===== config.mk =====
export PLATFORM = sky130hd
export DESIGN_NAME = bdlbuf_core
export DESIGN_NICKNAME = d
export VERILOG_FILES = /design/src/verilog/bdlbuf_core.v
export VERILOG_INCLUDE_DIRS = /design/src /design/src/pkg
export SDC_FILE = /design/constraint.sdc
export NUM_CORES = 1
export LEC_CHECK = 0
export ABC_AREA = 0
export BUFFER_PORTS_ARGS = -buffer_cell sky130_fd_sc_hd__buf_2
export CORE_MARGIN = 2
export CORE_UTILIZATION = 52
export CTS_CLUSTER_DIAMETER = 40
export DETAILED_ROUTE_END_ITERATION = 12
export HOLD_SLACK_MARGIN = 0.1
export PLACE_DENSITY = 0.79
export SLEW_MARGIN = 20
export SYNTH_ARGS = -nofsm -noshare
export SYNTH_HDL_FRONTEND = slang
export SYNTH_SLANG_ARGS = --single-unit

===== constraint.sdc =====
create_clock -name sys_clk -period 2.2 [get_ports sys_clk]
set_input_delay 0.33 -clock sys_clk [delete_from_list [all_inputs] [get_ports sys_clk]]
set_output_delay 0.33 -clock sys_clk [all_outputs]
set_load 0.1 [all_outputs]

===== src/pkg/bdlbuf_defs.vh =====
// constants for the byte link controller data buffer and power-mode block
// assumes inclusion by bare name from design files
`ifndef BDLBUF_DEFS_VH
`define BDLBUF_DEFS_VH
// register byte addresses on the ahb-lite slave
`define BDL_ADDR_DATA   8'h00
`define BDL_ADDR_SVEC   8'h04
`define BDL_ADDR_CTRL   8'h08
`define BDL_ADDR_STAT   8'h0c
`define BDL_ADDR_PWR    8'h10
// state vector codes
`define BDL_SV_NONE     8'h00
`define BDL_SV_EOF      8'h04
`define BDL_SV_RX_RESPONSE_BYTE_FLAG    8'h08
`define BDL_SV_RXFULL   8'h0c
`define BDL_SV_TXEMPTY  8'h10
`define BDL_SV_LOSTARB  8'h14
`define BDL_SV_CRC      8'h18
`define BDL_SV_INVALID  8'h1c
`define BDL_SV_WAKE     8'h20
// control register bit positions
`define BDL_CTL_IE      0
`define BDL_CTL_WCM     1
`define BDL_CTL_TX_END_OF_DATA_REQUEST    2
// power register command bits (write one)
`define BDL_PWR_WAIT    0
`define BDL_PWR_STOP    1
// bit counts
`define BDL_BYTE_BITS   4'h8
`define BDL_PAD_BITS    2'h2
`endif


===== src/verilog/bdlbuf_core.v =====
// byte link controller data buffer, interrupt vector and power modes
// assumes: ahb-lite single word transfers, one slave; the symbol layer
// outside delivers one-cycle bit strobes for rx and tx and a passive-to-
// active edge pulse; all inputs synchronous to sys_clk
//
// The AHB-Lite slave port and the register addresses were left to the implementer.
`timescale 1ns/1ps
`default_nettype none
`include "bdlbuf_defs.vh"

// Notes on behaviour
// [RULE1] clearing top source leaves vector showing next lower pending source
// [RULE2] service code clears only the reported source, not every pending one
// [RULE3] data writes feed transmit bytes; reads give last received byte
// [RULE4] host writes next byte after tx empty, reads after rx full
// [RULE5] finished shift byte is replaced by the transmit shadow byte
// [RULE6] tx empty sets once first bit of loaded byte is sent
// [RULE7] complete rx byte copied to shadow, rx full flag set
// [RULE8] host has one byte time; next byte overwrites shadow regardless
// [RULE9] no new byte: flag underrun, send two extra ones, stop transmitter
// [RULE10] underrun abort seen by own receiver as invalid symbol error
// [RULE11] wait with wait-clock-mode clear enters wait; no bus drive there
// [RULE12] in wait a good message wakes and interrupts if enabled
// [RULE13] stop, or wait with wait-clock-mode set, enters stop mode
// [RULE14] in stop a passive-to-active edge wakes, raises nonmaskable request
// [RULE15] wait-entered stop keeps byte only if end-of-frame seen before
// [RULE16] stop during reception: first edge wakes at once, message not kept
// [RULE17] software ends transmissions before entering wait or stop
// [RULE18] rx flags clear by vector read then data read; tx by write or end
// [RULE19] vector codes 0c rx full, 10 tx empty, 1c invalid; higher wins
// [RULE20] vector reads 00 when idle; read clears non-data sources
// [RULE21] underrun when shift byte ends, shadow empty, no end request
module bdlbuf_core (
  input  wire        sys_clk,
  input  wire        resetn,
  input  wire        hsel,
  input  wire [7:0]  haddr,
  input  wire [1:0]  htrans,
  input  wire        hwrite,
  input  wire [2:0]  hsize,
  input  wire        hready,
  input  wire [31:0] hwdata,
  output wire [31:0] hrdata,
  output wire        hreadyout,
  output wire        hresp,
  input  wire        rx_bit_stb,
  input  wire        rx_bit_val,
  input  wire        rx_eof_stb,
  input  wire        rx_ifr_stb,
  input  wire        rx_frame_ok_stb,
  input  wire        rx_busy,
  input  wire        bus_edge_stb,
  input  wire        lost_arb_stb,
  input  wire        crc_err_stb,
  input  wire        tx_bit_stb,
  output wire        tx_active,
  output wire        tx_bit_val,
  output wire        tx_drive_en,
  output wire        tx_underrun,
  output wire        rx_keep_valid,
  output wire        cpu_irq,
  output wire        cpu_nmi,
  output wire [1:0]  pwr_mode
);

  // power mode one-hot states
  localparam [2:0] PM_RUN  = 3'b001;
  localparam [2:0] PM_WAIT = 3'b010;
  localparam [2:0] PM_STOP = 3'b100;

  // ahb address phase capture
  reg        dph_ff;
  reg        dph_wr_ff;
  reg [7:0]  dph_addr_ff;
  wire       ap_take = hsel & hready & htrans[1];

  always @(posedge sys_clk) begin
    if (!resetn) begin
      dph_ff      <= 1'b0;
      dph_wr_ff   <= 1'b0;
      dph_addr_ff <= 8'h00;
    end else begin
      dph_ff      <= ap_take;
      dph_wr_ff   <= ap_take & hwrite;
      dph_addr_ff <= haddr;
    end
  end

  assign hreadyout = 1'b1;  // zero wait states
  assign hresp     = 1'b0;

  // write and read strobes in the data phase
  wire wr_data = dph_wr_ff & (dph_addr_ff == `BDL_ADDR_DATA);
  wire wr_ctrl = dph_wr_ff & (dph_addr_ff == `BDL_ADDR_CTRL);
  wire wr_pwr  = dph_wr_ff & (dph_addr_ff == `BDL_ADDR_PWR);
  wire rd_any  = dph_ff & ~dph_wr_ff;
  wire rd_data = rd_any & (dph_addr_ff == `BDL_ADDR_DATA);
  wire rd_svec = rd_any & (dph_addr_ff == `BDL_ADDR_SVEC);

  // control and status storage
  reg        ie_ff;
  reg        wcm_ff;
  reg        tx_end_of_data_request_ff;
  reg [7:0]  tx_shadow_ff;
  reg        tx_shadow_full_ff;
  reg [7:0]  tx_shift_ff;
  reg [3:0]  tx_cnt_ff;
  reg        tx_act_ff;
  reg [1:0]  pad_cnt_ff;
  reg        tx_empty_ff;
  reg        underrun_ff;
  reg [7:0]  rx_shift_ff;
  reg [3:0]  rx_cnt_ff;
  reg [7:0]  rx_shadow_ff;
  reg        rx_full_ff;
  reg        rx_ifr_ff;
  reg        eof_ff;
  reg        lost_ff;
  reg        crc_ff;
  reg        invalid_ff;
  reg        wake_ff;
  reg        sv_seen_ff;
  reg [2:0]  pm_ff;
  reg        stop_by_wait_ff;
  reg        eof_before_ff;
  reg        rx_at_stop_ff;
  reg        keep_ff;
  reg        irq_ff;
  reg        nmi_ff;
  reg [31:0] hrdata_ff;

  // vector: highest pending source wins, recomputed every cycle
  reg [7:0] sv_code;
  always @* begin
    sv_code = `BDL_SV_NONE;
    if (wake_ff)          sv_code = `BDL_SV_WAKE;     // see [RULE19]
    else if (invalid_ff)  sv_code = `BDL_SV_INVALID;
    else if (crc_ff)      sv_code = `BDL_SV_CRC;
    else if (lost_ff)     sv_code = `BDL_SV_LOSTARB;
    else if (tx_empty_ff) sv_code = `BDL_SV_TXEMPTY;
    else if (rx_full_ff)  sv_code = `BDL_SV_RXFULL;
    else if (rx_ifr_ff)   sv_code = `BDL_SV_RX_RESPONSE_BYTE_FLAG;
    else if (eof_ff)      sv_code = `BDL_SV_EOF;      // see [RULE1] [RULE20]
  end

  // a vector read clears only the source it reported, non-data ones
  wire clr_wake = rd_svec & (sv_code == `BDL_SV_WAKE);
  wire clr_inv  = rd_svec & (sv_code == `BDL_SV_INVALID);
  wire clr_crc  = rd_svec & (sv_code == `BDL_SV_CRC);
  wire clr_lost = rd_svec & (sv_code == `BDL_SV_LOSTARB);
  wire clr_eof  = rd_svec & (sv_code == `BDL_SV_EOF);   // see [RULE20]
  wire clr_rxd  = sv_seen_ff & rd_data;                 // see [RULE18]
  wire clr_txe  = (sv_seen_ff & wr_data) | (wr_ctrl & hwdata[`BDL_CTL_TX_END_OF_DATA_REQUEST]);

  // receive byte assembly
  wire rx_byte_done = rx_bit_stb & (rx_cnt_ff == `BDL_BYTE_BITS - 4'h1);
  // transmit end of byte and the underrun decision
  // count is zero at load, so the eighth strobe sees a count of seven
  wire tx_last   = tx_act_ff & tx_bit_stb &
                   (tx_cnt_ff == `BDL_BYTE_BITS - 4'h1);
  wire tx_first  = tx_act_ff & tx_bit_stb & (tx_cnt_ff == 4'h0);
  wire load_more = tx_last & tx_shadow_full_ff;
  wire urun_evt  = tx_last & ~tx_shadow_full_ff & ~tx_end_of_data_request_ff; // see [RULE21]
  wire drive_ok  = (pm_ff == PM_RUN);                       // see [RULE11]
  wire tx_start  = ~tx_act_ff & (pad_cnt_ff == 2'h0) & tx_shadow_full_ff &
                   drive_ok;
  wire wait_cmd  = wr_pwr & hwdata[`BDL_PWR_WAIT];
  wire stop_cmd  = wr_pwr & hwdata[`BDL_PWR_STOP];

  // main sequential state
  always @(posedge sys_clk) begin
    if (!resetn) begin
      ie_ff <= 1'b0;           wcm_ff <= 1'b0;          tx_end_of_data_request_ff <= 1'b0;
      tx_shadow_ff <= 8'h00;   tx_shadow_full_ff <= 1'b0;
      tx_shift_ff <= 8'h00;    tx_cnt_ff <= 4'h0;       tx_act_ff <= 1'b0;
      pad_cnt_ff <= 2'h0;      tx_empty_ff <= 1'b0;     underrun_ff <= 1'b0;
      rx_shift_ff <= 8'h00;    rx_cnt_ff <= 4'h0;       rx_shadow_ff <= 8'h00;
      rx_full_ff <= 1'b0;      rx_ifr_ff <= 1'b0;       eof_ff <= 1'b0;
      lost_ff <= 1'b0;         crc_ff <= 1'b0;          invalid_ff <= 1'b0;
      wake_ff <= 1'b0;         sv_seen_ff <= 1'b0;      pm_ff <= PM_RUN;
      stop_by_wait_ff <= 1'b0; eof_before_ff <= 1'b0;   rx_at_stop_ff <= 1'b0;
      keep_ff <= 1'b1;         irq_ff <= 1'b0;          nmi_ff <= 1'b0;
      hrdata_ff <= 32'h0000_0000;
    end else begin
      // control register
      if (wr_ctrl) begin
        ie_ff  <= hwdata[`BDL_CTL_IE];
        wcm_ff <= hwdata[`BDL_CTL_WCM];
      end
      // end-of-data request: held until a byte finishes with no shadow byte waiting
      if (wr_ctrl & hwdata[`BDL_CTL_TX_END_OF_DATA_REQUEST]) tx_end_of_data_request_ff <= 1'b1;
      else if (tx_last & ~tx_shadow_full_ff) tx_end_of_data_request_ff <= 1'b0;
      // vector read arms the data-servicing clears
      if (rd_svec) sv_seen_ff <= 1'b1;
      else if (rd_data | wr_data) sv_seen_ff <= 1'b0;

      // transmit shadow fill and move to shift register
      if (wr_data) begin
        tx_shadow_ff      <= hwdata[7:0];                 // see [RULE3]
        tx_shadow_full_ff <= 1'b1;
      end else if (tx_start | load_more) begin
        tx_shadow_full_ff <= 1'b0;
      end
      if (tx_start | load_more) begin
        tx_shift_ff <= tx_shadow_ff;                      // see [RULE5]
        tx_cnt_ff   <= 4'h0;
        tx_act_ff   <= 1'b1;
      end else if (tx_act_ff & tx_bit_stb) begin
        tx_shift_ff <= {tx_shift_ff[6:0], 1'b0};
        tx_cnt_ff   <= tx_cnt_ff + 4'h1;
        if (tx_last) tx_act_ff <= 1'b0;
      end
      // underrun: two logic ones then halt at a non-byte boundary
      if (urun_evt) pad_cnt_ff <= `BDL_PAD_BITS;          // see [RULE9]
      else if (tx_bit_stb & (pad_cnt_ff != 2'h0))
        pad_cnt_ff <= pad_cnt_ff - 2'h1;
      if (urun_evt) underrun_ff <= 1'b1;
      else if (tx_start) underrun_ff <= 1'b0;

      // tx empty flag: set wins over clear
      if (tx_first) tx_empty_ff <= 1'b1;                  // see [RULE6]
      else if (clr_txe) tx_empty_ff <= 1'b0;              // see [RULE18]

      // receive shift and shadow copy
      if (rx_bit_stb) begin
        rx_shift_ff <= {rx_shift_ff[6:0], rx_bit_val};
        rx_cnt_ff   <= rx_byte_done ? 4'h0 : rx_cnt_ff + 4'h1;
      end
      if (rx_eof_stb) rx_cnt_ff <= 4'h0;
      if (rx_byte_done)                                   // see [RULE8]
        rx_shadow_ff <= {rx_shift_ff[6:0], rx_bit_val};   // see [RULE7]
      if (rx_byte_done & ~rx_ifr_stb) rx_full_ff <= 1'b1;
      else if (clr_rxd) rx_full_ff <= 1'b0;
      if (rx_byte_done & rx_ifr_stb) rx_ifr_ff <= 1'b1;
      else if (clr_rxd) rx_ifr_ff <= 1'b0;

      // other sources, set wins over vector-read clear
      if (rx_eof_stb) eof_ff <= 1'b1;
      else if (clr_eof) eof_ff <= 1'b0;
      if (lost_arb_stb) lost_ff <= 1'b1;
      else if (clr_lost) lost_ff <= 1'b0;
      if (crc_err_stb) crc_ff <= 1'b1;
      else if (clr_crc) crc_ff <= 1'b0;
      if (urun_evt) invalid_ff <= 1'b1;                   // see [RULE10]
      else if (clr_inv) invalid_ff <= 1'b0;

      // power modes
      case (pm_ff)
        PM_RUN: begin
          if (stop_cmd | (wait_cmd & wcm_ff)) begin       // see [RULE13]
            pm_ff           <= PM_STOP;
            stop_by_wait_ff <= ~stop_cmd & wait_cmd;
            rx_at_stop_ff   <= rx_busy;
            eof_before_ff   <= eof_ff | rx_eof_stb;
          end else if (wait_cmd) begin
            pm_ff <= PM_WAIT;                             // see [RULE11]
          end
        end
        PM_WAIT: begin
          if (rx_frame_ok_stb) begin                      // see [RULE12]
            pm_ff   <= PM_RUN;
            wake_ff <= 1'b1;
          end
        end
        PM_STOP: begin
          if (bus_edge_stb) begin                         // see [RULE14]
            pm_ff   <= PM_RUN;
            wake_ff <= 1'b1;
            nmi_ff  <= 1'b1;
            // see [RULE15] [RULE16]
            keep_ff <= stop_by_wait_ff & eof_before_ff & ~rx_at_stop_ff;
          end
        end
        default: pm_ff <= PM_RUN;
      endcase
      if (clr_wake & ~(bus_edge_stb & pm_ff[2])) begin
        wake_ff <= 1'b0;
        nmi_ff  <= 1'b0;
      end
      if (rx_eof_stb & pm_ff[0]) keep_ff <= 1'b1;
      irq_ff <= ie_ff & (sv_code != `BDL_SV_NONE) & ~nmi_ff;

      // read data registered for the next data phase
      if (ap_take & ~hwrite) begin
        if (haddr == `BDL_ADDR_DATA)
          hrdata_ff <= {24'h000000, rx_shadow_ff};        // see [RULE3]
        else if (haddr == `BDL_ADDR_SVEC)
          hrdata_ff <= {24'h000000, sv_code};
        else if (haddr == `BDL_ADDR_CTRL)
          hrdata_ff <= {29'h0, tx_end_of_data_request_ff, wcm_ff, ie_ff};
        else if (haddr == `BDL_ADDR_STAT)
          hrdata_ff <= {26'h0, keep_ff, underrun_ff, tx_shadow_full_ff,
                        tx_act_ff, rx_full_ff, tx_empty_ff};
        else if (haddr == `BDL_ADDR_PWR)
          hrdata_ff <= {29'h0, pm_ff};
        else
          hrdata_ff <= 32'h0000_0000;
      end
    end
  end

  // the vector read happens in the data phase, after hrdata was latched;
  // software therefore sees the code as it stood at the address phase
  assign hrdata        = hrdata_ff;
  assign tx_active     = tx_act_ff | (pad_cnt_ff != 2'h0);
  assign tx_bit_val    = (pad_cnt_ff != 2'h0) | tx_shift_ff[7]; // ones pad
  assign tx_drive_en   = tx_active & drive_ok;            // see [RULE11]
  assign tx_underrun   = underrun_ff;
  assign rx_keep_valid = keep_ff;
  assign cpu_irq       = irq_ff;
  assign cpu_nmi       = nmi_ff;
  assign pwr_mode      = {pm_ff[2], pm_ff[1]};

endmodule // bdlbuf_core
`default_nettype wire

==> flow_metrics.tcl, run 1 <==
set metrics [dict create \
    grtUsageMet3_pct 5.355 \
    grt_busiest_layer "met2" \
    r2r_end "rx_at_stop_ff" \
    grt_max_degree 36 \
    max_freq_mhz 479.2 \
    slowest_stage "dfxtp_1" \
    worstMarginPinSlew_ps 593.0 \
    start_util_pct 54.37 \
    reg2reg_depth 5 \
    post-place-ws_ps 354.0 \
    postRouteAntennaNets 0 \
    cts-root-buf "clkbuf_8" \
    finalSetupTns_ps 0 \
    synth_top_area_share_pct 44.25 \
    synthMostInstantiatedCell "dfxtp_1" \
    wl_um 8056 \
    instances_no_fill 587 \
    first_global_vias 2695 \
    vias 3119 \
    num_rows 30 \
    synth_cell_types 59 \
    placed_cells 571 \
    via_per_inst 5.313 \
    use_met2_pct 34.12 \
    relSlewSlack_pct 60.30 \
    core_region_area_um2 6907 \
    r2r_start "dph_addr_ff[2]" \
    critPathLaunchType "flop" \
    status "complete, no violations" \
    synth_cells 442 \
    endpoint "tx_drive_en" \
    io-pin-count 103 \
    hold_viol 0 \
    drv_cap 0 \
    cts_tree "yes" \
    h-tree-depth 3 \
    async_flop_share_pct 0 \
    antenna_found_initial 0 \
    syn_avg_cell_area_um2 8.495 \
    drive_above_1_share_pct 16.90 \
    yosys_warnings 0 \
    hold_path.class "primary input to flop" \
    clock_sink_count 83 \
    drt_iter0_drc 229 \
    critical_path_class "flop to output port" \
    required_ps 1870 \
    layout_min_cycle_time_ps 2087 \
    synth_flop_cell "dfxtp_1" \
    power.total_mw 2.993 \
    synth_area_leaders "dfxtp_1 (44%), nand2_1 (6.0%), buf_4 (5.6%), nor2_1 (5.4%), mux2i_1 (5.1%)" \
    setup_ws_ps 113.0 \
    ir_drop_mv 0.4229 \
    placed_cell_area_um2 3983 \
    gp_congestion 0.8458 \
    insertion_delay_ps 360 \
    synth-edff-count 0 \
    die_w_um 88.98 \
    slew_viol_final 0 \
    grt_first_pass_wirelength_um 12560 \
    ys_ff_latch 83 \
    yosys.area.top_type "dfxtp_1" \
    clk_pin_slew_ps 80 \
    cts.path.max_buffers 2 \
    wl_per_cell_um 13.72 \
    num-nets-final 550 \
    grt_use_total_pct 20.76 \
    p_leak_nw 1.689 \
    rrSetupSlack_ps 350 \
    rsz0062_at_grt "false" \
    yosysSeqAreaShare_pct 44.25 \
    cts_setup_buffers 0 \
    use_met1_pct 26.55 \
    cp.arrival_ps 1760 \
    p_per_area_nw_per_um2 721.6 \
    dieHeight_um 88.98 \
    crit_chain "or3b_1 > a21oi_2 > buf_4" \
    area_delta_synth_final_pct 10.46 \
    yosys-top-cells-count "dfxtp_1 (83), nand2_1 (60), nor2_1 (54)" \
    cts_buffers 9 \
    startpoint "pm_ff[0]" \
    portBuffers 48 \
    diodes 0 \
    fin_skew_ps 8.101 \
    nFillCells 646 \
    die_area_um2 7917 \
    end_kind "output port" \
    gr-total-overflow 0 \
    worst_path_largest_cell_delay_ps 530 \
    finalSetupViolCount 0 \
    dpl.hpwl_um 5886 \
    finalInstanceArea_um2 4148 \
    path_max_fanout 9 \
    drc 0 \
    finalCritPeriodShare_pct 94.86 \
    first_pass_iters 5 \
    synth_area_um2 3755 \
]
==> power by group <==
part           internal, mW  leakage, nW  switching [mW]
Clock                 0.409       0.0726           0.530
Combinational        0.0914        0.944           0.421
Sequential             1.52        0.672          0.0172
==> cell usage in the layout, fill, tap and decap left out, drive strengths merged, types with 3 or more instances in the layout <==
| cell | Yosys | layout |
|---|---|---|
| a21oi | 31 | 31 |
| a22oi | 5 | 5 |
| a311oi | 7 | 7 |
| and2 | 11 | 11 |
| buf | 33 | 55 |
| clkbuf | 13 | 12 |
| clkinvlp | 0 | 3 |
| conb | 2 | 26 |
| dfxtp | 83 | 83 |
| ha | 4 | 4 |
| inv | 12 | 12 |
| mux2i | 19 | 19 |
| nand2 | 61 | 61 |
| nand2b | 6 | 6 |
| nand3 | 7 | 7 |
| nand4 | 5 | 5 |
| nor2 | 55 | 55 |
| nor2b | 4 | 4 |
| nor3 | 13 | 13 |
| nor3b | 6 | 6 |
| nor4 | 4 | 4 |
| o211ai | 4 | 4 |
| o21a | 4 | 4 |
| o21ai | 14 | 14 |
| or3 | 3 | 3 |
| xor2 | 4 | 4 |
==> flip-flops by register name, summed over array words and instances (netlist names), 2 cells and up <==
register and count:
rx_shadow_ff 8, tx_shadow_ff 8, tx_shift_ff 8, rx_cnt_ff 4, dph_addr_ff 8, pm_ff 3, tx_cnt_ff 4, hrdata 8
pad_cnt_ff 2, rx_shift_ff 7
==> layout make-up <==
class	instances	area, um2	area share [%]
Tap cell	96	120.1	2.896
Sequential cell	83	1662	40.06
Multi-Input combinational cell	325	1863	44.92
Clock buffer	12	135.1	3.258
Inverter	12	45.04	1.086
Timing Repair Buffer	55	295.3	7.119
Clock inverter	4	27.53	0.6636
==> how the worst min path moves through the flow <==
stage	from	endpoint	cells past startpoint
final	hwdata[5]	tx_shadow_ff[5]	3
after global routing	hwdata[7]	tx_shadow_ff[7]	3
after CTS	hwdata[5]	tx_shadow_ff[5]	3
after detailed placement	hrdata[3]	hrdata[3]	2
after global placement	cpu_nmi	cpu_irq	1
after floorplan	ie_ff	cpu_irq	2
==> routing by layer <==
metal | up-vias | wire (um)
met5 | - | 0
met4 | 0 | 141
met3 | 14 | 480
met2 | 114 | 3845
met1 | 1440 | 3588
li1 | 1551 | -
==> critical path, delay by kind of cell (launching register included) <==
family / cells / cell delay, ps
flip-flops: 1 / 530
AND/OR/NAND/NOR: 1 / 430
buffers and inverters: 1 / 300
AO/OA/AOI/OAI: 1 / 130
==> cell families after synthesis <==
kind of cell | count (synthesis) | share of synthesized area [%]
simple gates | 186 | 24.59
compound gates | 84 | 14.46
flops | 83 | 44.25
buf+inv | 58 | 8.697
mux | 19 | 5.065
xor+xnor | 6 | 1.400
fa+ha+maj | 4 | 1.333
other cells | 2 | 0.2000
==> timing repair <==
action | CTS | global route
hold buffers | 0 | 0
hold endpoints to repair | 0 | 0
endpoints found under the setup margin | 1 | 0
resized for setup | 1 | 0
==> metrics by stage <==
step | hold WS, ps | util, %
2_1_floorplan | 427.0 | -
3_3_place_gp | 435.5 | 57.66
3_5_place_dp | 442.9 | 57.66
4_1_cts | 192.7 | 60.05
6_report | 200.8 | 60.05
5_1_grt | 205.3 | 60.05
No activity file was read; power rests on OpenSTA's default activity.
==> run 2: changes to the inputs <==
--- a/config.mk
+++ b/config.mk
@@ -9,11 +9,11 @@
 export ABC_AREA = 0
 export BUFFER_PORTS_ARGS = -buffer_cell sky130_fd_sc_hd__buf_2
 export CORE_MARGIN = 2
-export CORE_UTILIZATION = 52
+export CORE_UTILIZATION = 47
 export CTS_CLUSTER_DIAMETER = 40
 export DETAILED_ROUTE_END_ITERATION = 12
 export HOLD_SLACK_MARGIN = 0.1
-export PLACE_DENSITY = 0.79
+export PLACE_DENSITY = 0.76
 export SLEW_MARGIN = 20
 export SYNTH_ARGS = -nofsm -noshare
 export SYNTH_HDL_FRONTEND = slang
==> constraint.sdc (replaced) <==
create_clock -name sys_clk -period 1.9 [get_ports sys_clk]
set_input_delay 0.285 -clock sys_clk [delete_from_list [all_inputs] [get_ports sys_clk]]
set_output_delay 0.285 -clock sys_clk [all_outputs]
set_load 0.1 [all_outputs]
==> run 2 against run 1 <==
Combinational power is 24% higher. Core utilization decreased by 4.5 points. Via count increased by 0.74%. Register-to-register slack worse by 190 ps. Critical endpoint unchanged.
==> flow_metrics.tcl, run 2 (same netlist as run 1, synthesis figures left out) <==
set metrics [dict create \
    relSlewSlack_pct 63.01 \
    die_w_um 93.38 \
    cts_buffers 9 \
    io-pin-count 103 \
    layout_min_cycle_time_ps 1805 \
    power_switching_mw 1.177 \
    hold_viol 0 \
    clock_sink_count 83 \
    worstMarginPinSlew_ps 554.0 \
    die_area_um2 8720 \
    insertion_delay_ps 360 \
    ir_drop_mv 0.3957 \
    required_ps 1620 \
    hold_path.class "primary input to flop" \
    grt_use_total_pct 19.37 \
    first_pass_iters 4 \
    max_freq_mhz 554.1 \
    finalSetupTns_ps 0 \
    final_common_cell "dfxtp_1" \
    cp.arrival_ps 1520 \
    p_clk_share_pct 34.6 \
    critical_path_class "flop to output port" \
    vias 3142 \
    gr-total-overflow 0 \
    diodes 0 \
    wl_per_cell_um 13.63 \
    num_rows 32 \
    first_global_vias 2855 \
    h-tree-depth 3 \
    drive_above_1_share_pct 18.91 \
    post-place-ws_ps 52.28 \
    antenna_found_initial 0 \
    wl_um 8167 \
    end_kind "output port" \
    holdPathStages 3 \
    fin_hold_ws_ps 154.1 \
    path_max_fanout 8 \
    grt_max_degree 30 \
    postRouteAntennaNets 0 \
    critPathLaunchType "flop" \
    hold_buffers 0 \
    finalSetupViolCount 0 \
    core_region_area_um2 7727 \
    status "complete, no violations" \
    p_leak_nw 1.751 \
    drt_iter0_drc 175 \
    setup_ws_ps 95.15 \
    area_delta_synth_final_pct 14.26 \
    drc 0 \
    p_per_area_nw_per_um2 862.2 \
    num-nets-final 556 \
    rsz0062_at_grt "false" \
    p_sw_share_pct 31.81 \
    grt_first_pass_wirelength_um 13150 \
    cts_tree "yes" \
    drv_cap 0 \
    fin_skew_ps 9.716 \
    p_int_mw 2.523 \
    gp_congestion 0.9273 \
    clk_pin_slew_ps 90 \
    start_util_pct 48.59 \
    portBuffers 48 \
    reg2reg_depth 5 \
    finalCritPeriodShare_pct 94.99 \
    nFillCells 718 \
    p_seq_share_pct 48.3 \
    dpl.hpwl_um 6096 \
    power.total_mw 3.699 \
    cts.path.max_buffers 2 \
    dieHeight_um 93.38 \
    final_cell_mix "dfxtp_1 (82), nand2_1 (60), nor2_1 (54)" \
    slew_viol_final 0 \
    combPwrFrac_pct 17.2 \
    via_per_inst 5.245 \
    cts-root-buf "clkbuf_8" \
]
## run 2: what timing repair did
item,4_1_cts,5_1_grt
buffers inserted,0,0
setup endpoints to repair,2,4
gates resized for setup,2,3
## run 2: routing by layer
| metal | vias to the layer above | GRT usage, % | part of all wire [%] |
|---|---|---|---|
| li1 | 1571 | - | - |
| met1 | 1460 | 23.39 | 43 |
| met2 | 95 | 31.53 | 49 |
| met3 | 16 | 6.366 | 6.4 |
| met4 | 0 | 8.333 | 1.8 |
| met5 | - | 0 | 0 |
## run 2: path summary, 6_finish.rpt
check	slack (ps)	end	from
max	100	tx_drive_en	pm_ff[2]
min	150	tx_shadow_ff[4]	hwdata[4]
max reg2reg	160	rx_full_ff	dph_addr_ff[3]
min reg2reg	450	hrdata[5]	hrdata[5]
## run 2: critical path, cell delays in order, from the launching register on
cell and delay [ps]:
dfxtp_2 380, or3b_4 440, a21oi_4 160, buf_12 190
## run 2: power by group through the flow
stage | registers [mW] | clock network [mW] | logic, mW
CTS | 1.78 | 1.31 | 0.633
global placement | 1.82 | 0 | 0.622
floorplan | 1.83 | 0 | 0.536
finish | 1.79 | 1.28 | 0.635
global route | 1.79 | 1.38 | 0.666
detailed placement | 1.83 | 0 | 0.629
## run 2: final cells by class
| cell class | instances | area [um2] | share of cell area [%] |
|---|---|---|---|
| clock buffer | 10 | 127.6 | 2.975 |
| clock inverter | 6 | 72.57 | 1.691 |
| inverter | 12 | 45.04 | 1.050 |
| multi-input combinational | 325 | 1884 | 43.92 |
| sequential | 83 | 1663 | 38.76 |
| tap | 102 | 127.6 | 2.975 |
| timing repair buffer | 61 | 370.4 | 8.632 |
## run 2: stage by stage
stage	util [%]	instances	area [um2]
6_report	55.52	599	4290
3_3_place_gp	52.74	583	4075
4_1_cts	55.39	599	4280
2_1_floorplan	-	466	3864
3_5_place_dp	52.74	583	4075
5_1_grt	55.52	599	4290
